[src/hdl/dacl_pkg.sv]
// constants for the parallel-input dac digital front end
// assumes one 20 MHz system clock and synchronous inputs
// Behaviour
// - a 12-bit straight-binary sample word is taken with one clock, msb on data_msb_input, lsb on data_lsb_input.
// - an all-ones captured code sends full-scale current to the true current output.
// - the complement current output carries the remainder of full scale, so the split follows the code.
// - the input word is captured by an edge-triggered master/slave register, not a transparent latch.
// - the output updates on each rising clock edge, at up to 165 MSPS.
// - any clock duty cycle works when high and low times meet the minimum pulse width.
// - sleep at logic one powers down and turns off the output current.
// - sleep is pulled low internally, so an open sleep input leaves the device converting.
// - power-down completes in under 50 ns and normal output resumes about 5 us after sleep is released.
// - the code is unsigned 0 to 4095 and the true output is code over 4096 of full scale.
package dacl_pkg;
	localparam int          CODE_W         = 12;
	localparam int          FIFO_DEPTH     = 8;
	localparam int          CLK_MHZ        = 20;
	localparam int          CLK_PERIOD_NS  = 50;
	localparam int          PDN_MAX_NS     = 50;
	localparam int          WAKE_US        = 5;
	// longest time rounds down, at least one cycle
	localparam int          PDN_CYC_RAW    = PDN_MAX_NS / CLK_PERIOD_NS;
	localparam int          PDN_CYC        = (PDN_CYC_RAW < 1) ? 1 : PDN_CYC_RAW;
	// least time rounds up
	localparam int          WAKE_CYC       = (WAKE_US * 1000 + CLK_PERIOD_NS - 1) / CLK_PERIOD_NS;
	localparam int          WAKE_W         = 8;
	localparam logic [11:0] CODE_FULL      = 12'hFFF;
	localparam logic [11:0] CODE_ZERO      = 12'h000;
	typedef enum logic [2:0] {
		ST_RUN   = 3'b001,
		ST_SLEEP = 3'b010,
		ST_WAKE  = 3'b100
	} dacl_state_e;
endpackage

[src/hdl/dacl_fifo.sv]
// small synchronous fifo with valid/ready on both sides
// assumes one clock and a synchronous active-high reset
`timescale 1ns/100ps
module dacl_fifo #(
	parameter int WIDTH = 12,
	parameter int DEPTH = 8
) (
	input  wire logic             clk_i,
	input  wire logic             srst_i,
	input  wire logic [WIDTH-1:0] in_data_i,
	input  wire logic             in_valid_i,
	output logic                  in_ready_o,
	output logic      [WIDTH-1:0] out_data_o,
	output logic                  out_valid_o,
	input  wire logic             out_ready_i
);
	localparam int AW = $clog2(DEPTH);
	logic [WIDTH-1:0] mem_r [DEPTH];
	logic [AW-1:0]    wp_r, wp_nxt, rp_r, rp_nxt;
	logic [AW:0]      cnt_r, cnt_nxt;
	logic             push, pop;
	logic             in_ready_r, in_ready_nxt;

	always_comb begin
		push   = in_valid_i && in_ready_r;
		pop    = out_valid_o && out_ready_i;
		wp_nxt = wp_r;
		rp_nxt = rp_r;
		cnt_nxt = cnt_r;
		if (push) begin
			wp_nxt = (wp_r == AW'(DEPTH - 1)) ? '0 : wp_r + AW'(1);
		end
		if (pop) begin
			rp_nxt = (rp_r == AW'(DEPTH - 1)) ? '0 : rp_r + AW'(1);
		end
		if (push && !pop) begin
			cnt_nxt = cnt_r + (AW+1)'(1);
		end else if (pop && !push) begin
			cnt_nxt = cnt_r - (AW+1)'(1);
		end
		// room flag registered from the next count, so it never lags a push
		in_ready_nxt = (cnt_nxt != (AW+1)'(DEPTH));
	end

	always_ff @(posedge clk_i) begin
		if (srst_i) begin
			wp_r  <= '0;
			rp_r  <= '0;
			cnt_r <= '0;
			in_ready_r <= 1'b1;
		end else begin
			wp_r  <= wp_nxt;
			rp_r  <= rp_nxt;
			cnt_r <= cnt_nxt;
			in_ready_r <= in_ready_nxt;
		end
		if (push) begin
			mem_r[wp_r] <= in_data_i;
		end
	end

	assign in_ready_o  = in_ready_r;
	assign out_valid_o = (cnt_r != '0);
	assign out_data_o  = mem_r[rp_r];
endmodule

[src/hdl/dacl_split.sv]
// splits the held code into true and complement current codes
// takes the next code combinationally; the caller registers its outputs
`timescale 1ns/100ps
module dacl_split #(
	parameter int CODE_W = 12
) (
	input  wire logic [CODE_W-1:0] code_i,
	input  wire logic              on_i,
	output logic      [CODE_W-1:0] true_o,
	output logic      [CODE_W-1:0] comp_o
);
	always_comb begin
		true_o = on_i ? code_i : '0;
		comp_o = on_i ? ~code_i : '0;    // 4095 - code
	end
endmodule

[src/hdl/dacl_top.sv]
// front end: sample capture, output code hold and sleep sequencing
// assumes data and sleep synchronous to CLK_I; one conversion per rising edge
`timescale 1ns/100ps
module dacl_top #(
	parameter int CODE_W   = dacl_pkg::CODE_W,
	parameter int DEPTH    = dacl_pkg::FIFO_DEPTH,
	parameter int WAKE_CYC = dacl_pkg::WAKE_CYC
) (
	input  wire logic              CLK_I,
	input  wire logic              SRST_I,
	input  wire logic [CODE_W-1:0] DATA_I,
	input  wire logic              DATA_VALID_I,
	output logic                   DATA_READY_O,
	input  wire logic              SLEEP_I,
	output logic      [CODE_W-1:0] TRUE_CURRENT_OUTPUT_O,
	output logic      [CODE_W-1:0] COMPLEMENT_CURRENT_OUTPUT_O,
	output logic                   SLEEPING_O,
	output logic                   OUT_UPDATE_O
);
	// sleep pull-down: an undriven pin resolves low
	logic                 sleep_in;
	logic                 fifo_in_ready, fifo_out_valid;
	logic [CODE_W-1:0]    fifo_out_data;
	logic [CODE_W-1:0]    code_r, code_nxt;
	logic [CODE_W-1:0]    true_c, comp_c;
	logic [CODE_W-1:0]    true_r, comp_r;
	logic                 upd_r, upd_nxt;
	logic                 sleeping_r, sleeping_nxt;
	logic                 on_nxt;
	dacl_pkg::dacl_state_e state_r, state_nxt;
	logic [15:0]          wake_cnt_r, wake_cnt_nxt;
	logic                 out_on;
	logic                 take;

	assign sleep_in = (SLEEP_I === 1'b1);

	dacl_fifo #(
		.WIDTH (CODE_W),
		.DEPTH (DEPTH)
	) u_fifo (
		.clk_i       (CLK_I),
		.srst_i      (SRST_I),
		.in_data_i   (DATA_I),
		.in_valid_i  (DATA_VALID_I),
		.in_ready_o  (fifo_in_ready),
		.out_data_o  (fifo_out_data),
		.out_valid_o (fifo_out_valid),
		.out_ready_i (take)
	);

	// sleep sequencing
	always_comb begin
		state_nxt    = state_r;
		wake_cnt_nxt = wake_cnt_r;
		case (state_r)
			dacl_pkg::ST_RUN: begin
				if (sleep_in) begin
					state_nxt = dacl_pkg::ST_SLEEP;
				end
			end
			dacl_pkg::ST_SLEEP: begin
				if (!sleep_in) begin
					state_nxt    = dacl_pkg::ST_WAKE;
					wake_cnt_nxt = '0;
				end
			end
			dacl_pkg::ST_WAKE: begin
				if (sleep_in) begin
					state_nxt = dacl_pkg::ST_SLEEP;
				end else if (wake_cnt_r >= 16'(WAKE_CYC - 1)) begin
					state_nxt = dacl_pkg::ST_RUN;
				end else begin
					wake_cnt_nxt = wake_cnt_r + 16'h0001;
				end
			end
			default: begin
				state_nxt = dacl_pkg::ST_RUN;
			end
		endcase
		sleeping_nxt = (state_nxt != dacl_pkg::ST_RUN);
	end

	assign out_on = (state_r == dacl_pkg::ST_RUN) && !sleep_in;
	// while sleeping the fifo is not drained, so back-pressure reaches the source
	assign take   = out_on && fifo_out_valid;
	// outputs follow the next state, so the held code shows as soon as waking ends
	assign on_nxt = (state_nxt == dacl_pkg::ST_RUN);

	// edge-triggered capture, held until the next accepted word
	always_comb begin
		code_nxt = code_r;
		upd_nxt  = 1'b0;
		if (take) begin
			code_nxt = fifo_out_data;
			upd_nxt  = 1'b1;
		end
	end

	dacl_split #(
		.CODE_W (CODE_W)
	) u_split (
		.code_i (code_nxt),
		.on_i   (on_nxt),
		.true_o (true_c),
		.comp_o (comp_c)
	);

	// one capture edge only, so the clock duty cycle does not matter
	always_ff @(posedge CLK_I) begin
		if (SRST_I) begin
			state_r    <= dacl_pkg::ST_RUN;
			wake_cnt_r <= '0;
			code_r     <= dacl_pkg::CODE_ZERO;
			upd_r      <= 1'b0;
			true_r     <= '0;
			comp_r     <= '0;
			sleeping_r <= 1'b0;
		end else begin
			state_r    <= state_nxt;
			wake_cnt_r <= wake_cnt_nxt;
			code_r     <= code_nxt;
			upd_r      <= upd_nxt;
			true_r     <= true_c;
			comp_r     <= comp_c;
			sleeping_r <= sleeping_nxt;
		end
	end

	assign TRUE_CURRENT_OUTPUT_O       = true_r;
	assign COMPLEMENT_CURRENT_OUTPUT_O = comp_r;
	assign OUT_UPDATE_O                = upd_r;
	assign DATA_READY_O                = fifo_in_ready;
	assign SLEEPING_O                  = sleeping_r;

	// checks
	property p_split_sum;
		@(posedge CLK_I) disable iff (SRST_I)
		(true_r != '0 || comp_r != '0) |-> ((true_r ^ comp_r) == dacl_pkg::CODE_FULL);
	endproperty
	a_split_sum: assert property (p_split_sum) else $error("outputs not complementary");

	property p_full;
		@(posedge CLK_I) disable iff (SRST_I)
		(take && fifo_out_data == dacl_pkg::CODE_FULL) |=> (true_r == dacl_pkg::CODE_FULL && comp_r == '0);
	endproperty
	a_full: assert property (p_full) else $error("full code not full scale");

	property p_capture;
		@(posedge CLK_I) disable iff (SRST_I)
		take |=> (code_r == $past(fifo_out_data) && upd_r);
	endproperty
	a_capture: assert property (p_capture) else $error("word not captured");

	property p_hold;
		@(posedge CLK_I) disable iff (SRST_I)
		!take |=> $stable(code_r);
	endproperty
	a_hold: assert property (p_hold) else $error("code changed without capture");

	property p_sleep_off;
		@(posedge CLK_I) disable iff (SRST_I)
		sleep_in |=> (true_r == '0 && comp_r == '0);
	endproperty
	a_sleep_off: assert property (p_sleep_off) else $error("current not off in sleep");

	property p_pdn_time;
		@(posedge CLK_I) disable iff (SRST_I)
		$rose(sleep_in) |-> ##[1:1] SLEEPING_O;
	endproperty
	a_pdn_time: assert property (p_pdn_time) else $error("power-down too slow");

	property p_wake_min;
		@(posedge CLK_I) disable iff (SRST_I)
		(state_r == dacl_pkg::ST_SLEEP && !sleep_in) |=> SLEEPING_O [*8];
	endproperty
	a_wake_min: assert property (p_wake_min) else $error("woke too early");

	property p_update_rate;
		@(posedge CLK_I) disable iff (SRST_I)
		(out_on && fifo_out_valid) |=> OUT_UPDATE_O;
	endproperty
	a_update_rate: assert property (p_update_rate) else $error("no update on edge");

	property p_code_map;
		@(posedge CLK_I) disable iff (SRST_I)
		(state_r == dacl_pkg::ST_RUN && !sleep_in) |=> (true_r == code_r);
	endproperty
	a_code_map: assert property (p_code_map) else $error("true output not code");

	property p_comp_map;
		@(posedge CLK_I) disable iff (SRST_I)
		(state_r == dacl_pkg::ST_RUN && !sleep_in) |=> (comp_r == ~code_r);
	endproperty
	a_comp_map: assert property (p_comp_map) else $error("complement output not remainder");

	property p_zero_code;
		@(posedge CLK_I) disable iff (SRST_I)
		(take && fifo_out_data == dacl_pkg::CODE_ZERO) |=> (true_r == '0 && comp_r == dacl_pkg::CODE_FULL);
	endproperty
	a_zero_code: assert property (p_zero_code) else $error("zero code not all on complement");

	property p_msb;
		@(posedge CLK_I) disable iff (SRST_I)
		take |=> (true_r[CODE_W-1] == $past(fifo_out_data[CODE_W-1]) && true_r[0] == $past(fifo_out_data[0]));
	endproperty
	a_msb: assert property (p_msb) else $error("bit order wrong");

	property p_upd_show;
		@(posedge CLK_I) disable iff (SRST_I)
		OUT_UPDATE_O |-> (true_r == code_r);
	endproperty
	a_upd_show: assert property (p_upd_show) else $error("update without new code");

	property p_upd_only_take;
		@(posedge CLK_I) disable iff (SRST_I)
		OUT_UPDATE_O |-> $past(take);
	endproperty
	a_upd_only_take: assert property (p_upd_only_take) else $error("update without a taken word");

	property p_out_hold;
		@(posedge CLK_I) disable iff (SRST_I)
		(state_r == dacl_pkg::ST_RUN && !sleep_in && !take) |=> $stable(true_r);
	endproperty
	a_out_hold: assert property (p_out_hold) else $error("output moved without capture");

	// sleep sequencing checks
	property p_state_onehot;
		@(posedge CLK_I) disable iff (SRST_I)
		$onehot(state_r);
	endproperty
	a_state_onehot: assert property (p_state_onehot) else $error("sleep state not one-hot");

	property p_pdn_fast;
		@(posedge CLK_I) disable iff (SRST_I)
		(state_r == dacl_pkg::ST_RUN && sleep_in) |=> (state_r == dacl_pkg::ST_SLEEP && SLEEPING_O);
	endproperty
	a_pdn_fast: assert property (p_pdn_fast) else $error("sleep not entered at once");

	property p_asleep_zero;
		@(posedge CLK_I) disable iff (SRST_I)
		SLEEPING_O |-> (true_r == '0 && comp_r == '0);
	endproperty
	a_asleep_zero: assert property (p_asleep_zero) else $error("current on while asleep");

	property p_no_take_asleep;
		@(posedge CLK_I) disable iff (SRST_I)
		SLEEPING_O |-> !take;
	endproperty
	a_no_take_asleep: assert property (p_no_take_asleep) else $error("word taken while asleep");

	property p_sleep_cnt_clear;
		@(posedge CLK_I) disable iff (SRST_I)
		(state_r == dacl_pkg::ST_SLEEP && !sleep_in) |=> (wake_cnt_r == '0);
	endproperty
	a_sleep_cnt_clear: assert property (p_sleep_cnt_clear) else $error("wake count not restarted");

	property p_wake_restart;
		@(posedge CLK_I) disable iff (SRST_I)
		(state_r == dacl_pkg::ST_WAKE && sleep_in) |=> (state_r == dacl_pkg::ST_SLEEP);
	endproperty
	a_wake_restart: assert property (p_wake_restart) else $error("sleep ignored while waking");

	property p_wake_bound;
		@(posedge CLK_I) disable iff (SRST_I)
		(state_r == dacl_pkg::ST_WAKE) |-> (wake_cnt_r < 16'(WAKE_CYC));
	endproperty
	a_wake_bound: assert property (p_wake_bound) else $error("wake count overran");

	property p_wake_end;
		@(posedge CLK_I) disable iff (SRST_I)
		(state_r == dacl_pkg::ST_WAKE && !sleep_in && wake_cnt_r == 16'(WAKE_CYC - 1))
			|=> (state_r == dacl_pkg::ST_RUN && !SLEEPING_O);
	endproperty
	a_wake_end: assert property (p_wake_end) else $error("wake did not end on count");

	property p_wake_show;
		@(posedge CLK_I) disable iff (SRST_I)
		$fell(SLEEPING_O) |-> (true_r == code_r && comp_r == ~code_r);
	endproperty
	a_wake_show: assert property (p_wake_show) else $error("held code not shown after wake");

	c_update: cover property (@(posedge CLK_I) disable iff (SRST_I) take ##1 take);
	c_sleep:  cover property (@(posedge CLK_I) disable iff (SRST_I) $rose(SLEEPING_O));
	c_wake:   cover property (@(posedge CLK_I) disable iff (SRST_I) $fell(SLEEPING_O));
	c_full:   cover property (@(posedge CLK_I) disable iff (SRST_I) !DATA_READY_O);
	c_rewake: cover property (@(posedge CLK_I) disable iff (SRST_I) state_r == dacl_pkg::ST_WAKE && sleep_in);
endmodule

[config.mk]
export PLATFORM = sky130hd
export DESIGN_NAME = dacl_top
export DESIGN_NICKNAME = d
export VERILOG_FILES = /design/src/hdl/dacl_pkg.sv /design/src/hdl/dacl_fifo.sv /design/src/hdl/dacl_split.sv /design/src/hdl/dacl_top.sv
export SDC_FILE = /design/constraint.sdc
export NUM_CORES = 1
export LEC_CHECK = 0
export ABC_AREA = 1
export BUFFER_PORTS_ARGS = -buffer_cell sky130_fd_sc_hd__buf_4
export CELL_PAD_IN_SITES_DETAIL_PLACEMENT = 0
export CELL_PAD_IN_SITES_GLOBAL_PLACEMENT = 1
export CORE_UTILIZATION = 45
export CTS_CLUSTER_DIAMETER = 50
export CTS_CLUSTER_SIZE = 30
export DETAILED_ROUTE_END_ITERATION = 10
export GPL_TIMING_DRIVEN = 0
export PLACE_DENSITY_LB_ADDON = 0.1
export SKIP_CTS_REPAIR_TIMING = 1
export SKIP_LAST_GASP = 1
export SYNTH_ARGS = -nofsm -noshare
export SYNTH_HDL_FRONTEND = slang
export SYNTH_SLANG_ARGS = --single-unit
[constraint.sdc]
create_clock -name CLK_I -period 2.29 [get_ports CLK_I]
set_input_delay 0.3435 -clock CLK_I [delete_from_list [all_inputs] [get_ports CLK_I]]
set_output_delay 0.3435 -clock CLK_I [all_outputs]
set_load 0.02 [all_outputs]
==> summary.txt, run 1 <==
Max Cap Viol - 0
Starting Density - 46.4%
outcome - finished clean
die area - 0.0149 mm^2
Seq cells post-synth - 167
placed inst area - 0.00702 mm^2
ANT cells - 0
Hold Crit Class - in -> reg
pwr/cell area - 1020 mW/mm^2
total power - 0.00778 W
Total GRT Usage - 20.7%
Antenna Nets Post-Route - 0
I/O Buffers - 41
largest cells by area after synthesis - edfxtp_1, dfxtp_1, nor2_1
Core Area - 0.0140 mm^2
initial drt markers - 331
clock latency on the worst-skew pair - 0.42 ns
crit end category - flip-flop
# H-tree levels - 4
Worst Path Class, Setup - reg -> reg
row cnt - 43
routed wire length - 14,200 um
RSZ-0062 raised after global routing - yes
Max-slew headroom - 16.1%
Slew Viols, Final - 0
layout cells sized above 1 - 17.7%
Crit Path Max Fanout - 12
Clock Tree Buf Depth - 2
gp weighted congestion - 0.795
Tcrit/Tclk final - 92.0%
Root Buffer - clkbuf_16
Layout area overhead - 17.6%
Via Count - 4,330
Synth cell types - 37
Static Leak - 2.94 nW
Top Ports - 43
crit path time final - 2.11 ns
max incr delay on CP - 0.97 ns
CP Launch Type - flip-flop
initial antenna violation count - 0
maximum operating frequency - 0.475 GHz
register area share after synthesis - 66.3%
mapped cell area - 0.00649 mm^2
Synth Area per Inst - 10.6 um^2
Num CTS Buffers - 17
post-synth top area share - 44.4%
cell mode on critical path - nand2_1
post-layout net count - 698
Syn Inst Count - 615
delay-heaviest family, CP - simple AND/OR/NAND/NOR gates
Buf/Inv on CP - 1
syn nets - 638
Post-DP HPWL - 9570 um
Worst-path clk slew - 0.06 ns
clk sinks - 167
vias per inst - 4.99
Max VDD drop - 0.502 mV
Hold Slack - 0.153 ns
Design Area, Final - 0.00763 mm^2
GR Overflow Total - 0
final setup fails - 0
WL/cell - 16.3 um
first-pass GRT wire length - 21,800 um
clock skew - 0.00700 ns
CP arrival - 2.14 ns
largest net degree at the start of global routing - 17
Slew @ Worst Pin - 1.25 ns
TritonRoute pass-1 iters - 5
CTS tree - done
Die W - 122 um
critical path's slowest cell - nor2_1
Critical Path, Cell by Cell - nand2_1 -> inv_1 -> nand2_1 -> nor2_1
die height - 122 um
YS warnings - 0
placed cells - 836
final cell count without fillers - 868
Synth area leader - edfxtp_1
WP data required - 2.32 ns
DR DRC count - 0
vias in the first global route - 4,038
Final Util - 54.6%
Fin. Hold Viols - 0
[metal layers]
layer / part of all wire (%) / track usage [%]
met5: 0 / 0
met4: 1.6 / 7.16
met1: 46 / 26.3
met3: 5.3 / 6.46
met2: 48 / 33.4
[cell usage after synthesis (all sizes together)]
cell and number:
nor2 146, edfxtp 96, nand2 75, dfxtp 71, o21ai 53, inv 45
nand3 39, o211ai 24, buf 16, a21oi 12, clkbuf 12, nor3 9
ha 7, xor2 2, a22oi 1, a31oi 1, nand3b 1, nand4 1
nor3b 1, nor4 1, o211a 1, xnor2 1
[worst register-to-register path: cells and delay by family, from the launching register on]
kind | cells | cell delay [ns]
and+or+nand+nor | 3 | 1.22
DFF | 1 | 0.33
buffers and inverters | 1 | 0.15
[sequential cells by signal, indices dropped and copies added (netlist names), named ones only]
signal / flops
COMPLEMENT_CURRENT_OUTPUT_O: 12
wake_cnt_r: 16
u_fifo.cnt_r: 4
u_fifo.rp_r: 3
u_fifo.in_ready_o: 1
u_fifo.mem_r: 96
TRUE_CURRENT_OUTPUT_O: 12
OUT_UPDATE_O: 1
u_fifo.wp_r: 3
state_r: 3
code_r: 12
SLEEPING_O: 1
[kinds of logic (layout without fill, tap and decap cells)]
group	count (synthesis)	in the layout	share of synthesized area [%]
flops	167	167	66.3
xor+xnor	3	3	0.405
simple gates	273	273	18.2
compound gates	92	92	8.50
buf+inv	73	146	5.24
fa+ha+maj	7	7	1.35
[worst paths after layout]
kind	start	to	slack (ns)	cells after the start
worst max register to register	u_fifo.in_ready_o$_SDFF_PP1_	u_fifo.mem_r[6][3]$_DFFE_PP_	0.18	4
worst min-delay path	DATA_I[8]	u_fifo.mem_r[4][8]$_DFFE_PP_	0.15	1
worst max-delay path	u_fifo.in_ready_o$_SDFF_PP1_	u_fifo.mem_r[6][3]$_DFFE_PP_	0.18	4
worst min register to register	wake_cnt_r[11]$_SDFFE_PP0P_	wake_cnt_r[11]$_SDFFE_PP0P_	0.44	2
[report_power, final]
part | switching, W | internal (W) | total (W)
Combinational | 0.000992 | 0.000488 | 0.00148
Sequential | 0.0000916 | 0.00343 | 0.00352
Clock | 0.00110 | 0.00169 | 0.00278
Total | 0.00218 | 0.00560 | 0.00778
[cell usage in the layout (no fill, tap or decap), types with 2 or more instances in the layout]
master / netlist / final
nor2_1: 143 / 137
edfxtp_1: 96 / 96
dfxtp_1: 71 / 71
nand2_1: 70 / 70
buf_4: 5 / 46
o21ai_0: 41 / 41
inv_1: 35 / 35
nand3_1: 34 / 34
o211ai_1: 24 / 24
clkbuf_16: 0 / 19
clkbuf_1: 12 / 12
o21ai_1: 11 / 11
inv_2: 10 / 10
nor2_2: 3 / 9
a21oi_1: 9 / 9
nor3_1: 8 / 8
ha_1: 7 / 7
clkbuf_8: 0 / 6
buf_2: 5 / 5
clkinv_2: 0 / 5
buf_6: 4 / 4
nand3_4: 3 / 3
nand2_2: 3 / 3
nand3_2: 2 / 2
nand2_4: 2 / 2
xor2_1: 2 / 2
a21oi_2: 2 / 2
[metrics by stage]
stage | TNS (ns) | worst slack (ns)
3_3_place_gp | -5.92 | -0.167
4_1_cts | -4.63 | -0.169
5_1_grt | -0.00291 | -0.00143
3_5_place_dp | -8.13 | -0.240
6_report | 0 | 0.184
2_1_floorplan | 0 | 0.442
[cell type report]
| class | instances | area, um^2 |
|---|---|---|
| Buffer | 28 | 171 |
| Clock buffer | 26 | 563 |
| Clock inverter | 6 | 32.5 |
| Fill cell | 1234 | 6350 |
| Inverter | 45 | 169 |
| Multi-Input combinational cell | 375 | 1860 |
| Sequential cell | 167 | 4300 |
| Tap cell | 180 | 225 |
| Timing Repair Buffer | 41 | 308 |
Power figures use the tool's default switching activity.
==> run 2, diff against run 1 <==
Settings changed: SLEW_MARGIN set to 40, SYNTH_HIERARCHICAL set to 1.
==> summary.txt, run 2 <==
WL/cell - 15.9 um
multi-input logic area - 0.00206 mm^2
Crit Path Max Fanout - 12
Post-DP HPWL - 10,200 um
Async SR Flop Fraction - 0%
biggest registers after layout - u_fifo/mem_r (96), wake_cnt_r (16)
placed cells - 930
mapped cell area - 0.00691 mm^2
vias in the first global route - 4,749
# H-tree levels - 4
DR DRC count - 0
vias per inst - 5.11
Synth Area per Inst - 9.80 um^2
Reg2Reg Launch Point - u_fifo/cnt_r[0]$_SDFF_PP0_
clock latency on the worst-skew pair - 0.42 ns
Num CTS Buffers - 17
Hold Path Sink - u_fifo/mem_r[7][4]$_DFFE_PP_
Via Count - 4,912
final setup fails - 0
Worst-path clk slew - 0.06 ns
initial antenna violation count - 0
Die W - 126 um
worst r2r dst - u_fifo/in_ready_o$_SDFF_PP1_
R2R setup slack - 0.26 ns
CP arrival - 2.33 ns
maximum operating frequency - 0.493 GHz
syn nets - 728
crit end category - flip-flop
Seq pwr share - 43.2%
sequential cell area - 0.00430 mm^2
layout cells sized above 1 - 18.1%
Syn Inst Count - 705
R2R depth - 11
I/O Buffers - 41
GR Overflow Total - 0
initial drt markers - 294
post-layout net count - 788
Hold Crit Class - in -> reg
register area share after synthesis - 62.3%
row cnt - 44
Synth cell types - 34
min-delay src - DATA_I[4]
ANT cells - 0
die area - 0.0159 mm^2
routed wire length - 15,300 um
CTS tree - done
max FFs per register - 96
fill cell count - 1,303
crit path time final - 2.03 ns
Total GRT Usage - 20.7%
clock skew - 0.00560 ns
clock share of power - 34.7%
Fin. Hold Viols - 0
Tcrit/Tclk final - 88.6%
Max VDD drop - 0.525 mV
outcome - finished clean
Slew Viols, Final - 0
WP data required - 2.59 ns
RSZ-0062 raised after global routing - no
internal power - 0.00571 W
Max-slew headroom - 44.6%
Synth top cells by count - nor2_1, nand2_1, inv_1
most common cell in the netlist - nor2_1
Core Area - 0.0148 mm^2
Antenna Nets Post-Route - 0
most frequent cells in the layout - nor2_1, nand2_1, inv_1, edfxtp_1, dfxtp_1
Max Cap Viol - 0
Static Leak - 3.33 nW
Starting Density - 46.8%
Synth area leader - edfxtp_1
largest net degree at the start of global routing - 17
top_reg_cell synth - edfxtp_1
post-synth top area share - 41.7%
Biggest register - u_fifo/mem_r
Hold Slack - 0.147 ns
CP Launch Type - flip-flop
Seq cells post-synth - 167
Worst Path Class, Setup - reg -> reg
clk sinks - 167
pwr/cell area - 1010 mW/mm^2
Top Ports - 43
largest cells by area after synthesis - edfxtp_1, dfxtp_1, nor2_1
commonest non-fill, non-tap cell in the layout - nor2_1
Slew @ Worst Pin - 0.831 ns
Post-synth EDFFs - 96
die height - 126 um
switching fraction of total power - 30.5%
hold depth - 1
Comb pwr share - 22.1%
TritonRoute pass-1 iters - 4
gp weighted congestion - 0.816
Sw Pwr - 0.00250 W
final cell count without fillers - 962
YS warnings - 6
Clock Tree Buf Depth - 2
Layout area overhead - 17.2%
first-pass GRT wire length - 24,500 um
Root Buffer - clkbuf_16
## run 2: changes by cell type after synthesis, sizes merged, moves of 3 or more
| cell | before | now |
|---|---|---|
| nand4 | 1 | 4 |
| a211oi | 0 | 13 |
| a21oi | 12 | 26 |
| nor2 | 146 | 152 |
| nor3 | 9 | 4 |
| o211ai | 24 | 0 |
| buf | 16 | 21 |
| nand2 | 75 | 117 |
| o32ai | 0 | 24 |
| inv | 45 | 106 |
| o21ai | 53 | 25 |
| nand3 | 39 | 20 |
## run 2: cell families after synthesis
group | count (synthesis) | share of synthesized area (%)
AOI/OAI and AO/OA | 89 | 8.53
xor gates and xnor gates | 3 | 0.380
DFF | 167 | 62.3
adders and majority gates | 7 | 1.27
and+or+nand+nor | 301 | 18.9
buffers and inverters | 138 | 8.64
## run 2: power groups by stage
stage | Clock [W] | Sequential, W | Combinational, W
global route | 0.00301 | 0.00358 | 0.00204
detailed placement | 0 | 0.00362 | 0.00181
finish | 0.00285 | 0.00355 | 0.00181
floorplan | 0 | 0.00372 | 0.00112
global placement | 0 | 0.00361 | 0.00176
CTS | 0.00290 | 0.00355 | 0.00181
## run 2: how the worst max path moves through the flow
stage	start	end	slack, ns	cells after the start
after floorplan	u_fifo/cnt_r[0]$_SDFF_PP0_	u_fifo/in_ready_o$_SDFF_PP1_	0.48	11
after global placement	DATA_VALID_I	u_fifo/mem_r[1][5]$_DFFE_PP_	-0.08	5
after detailed placement	u_fifo/cnt_r[0]$_SDFF_PP0_	u_fifo/in_ready_o$_SDFF_PP1_	0.1	11
after CTS	u_fifo/cnt_r[0]$_SDFF_PP0_	u_fifo/in_ready_o$_SDFF_PP1_	0.09	11
after global routing	u_fifo/cnt_r[0]$_SDFF_PP0_	u_fifo/in_ready_o$_SDFF_PP1_	0.02	11
final	u_fifo/cnt_r[0]$_SDFF_PP0_	u_fifo/in_ready_o$_SDFF_PP1_	0.26	11
## run 2: critical path: stages (launching register included)
cell,delay (ns)
dfxtp_1,0.40
inv_1,0.10
ha_1,0.26
nand2_4,0.13
nand2_2,0.10
inv_2,0.14
buf_6,0.19
nand3_2,0.16
nand2_1,0.09
nand2_1,0.05
a21oi_1,0.18
nand3_1,0.10
## run 2: metal layers
layer  part of all wire, %  vias to the layer above  GRT usage [%]
li1                      -                     2419              -
met1                    46                     2341           27.6
met2                    48                      136           33.2
met3                   5.0                       16           4.12
met4                   1.8                        0           8.22
met5                     0                        -              0
## run 2: cell type report
class	instances	area share, %
Buffer	32	2.53
Clock buffer	18	5.30
Clock inverter	14	2.04
Inverter	106	4.91
Multi-Input combinational cell	400	25.4
Sequential cell	167	53.2
Tap cell	184	2.84
Timing Repair Buffer	41	3.80
## run 2: per-stage QoR
step,utilization [%],cell area (um^2),worst slack [ns],power [W],setup TNS (ns)
floorplan,-,6910,0.480,0.00484,0
global placement,50.5,7450,-0.0824,0.00537,-3.29
detailed placement,50.6,7470,0.0987,0.00542,0
CTS,54.6,8060,0.0875,0.00827,0
global route,54.9,8100,0.0193,0.00863,0
finish,54.9,8100,0.262,0.00821,0
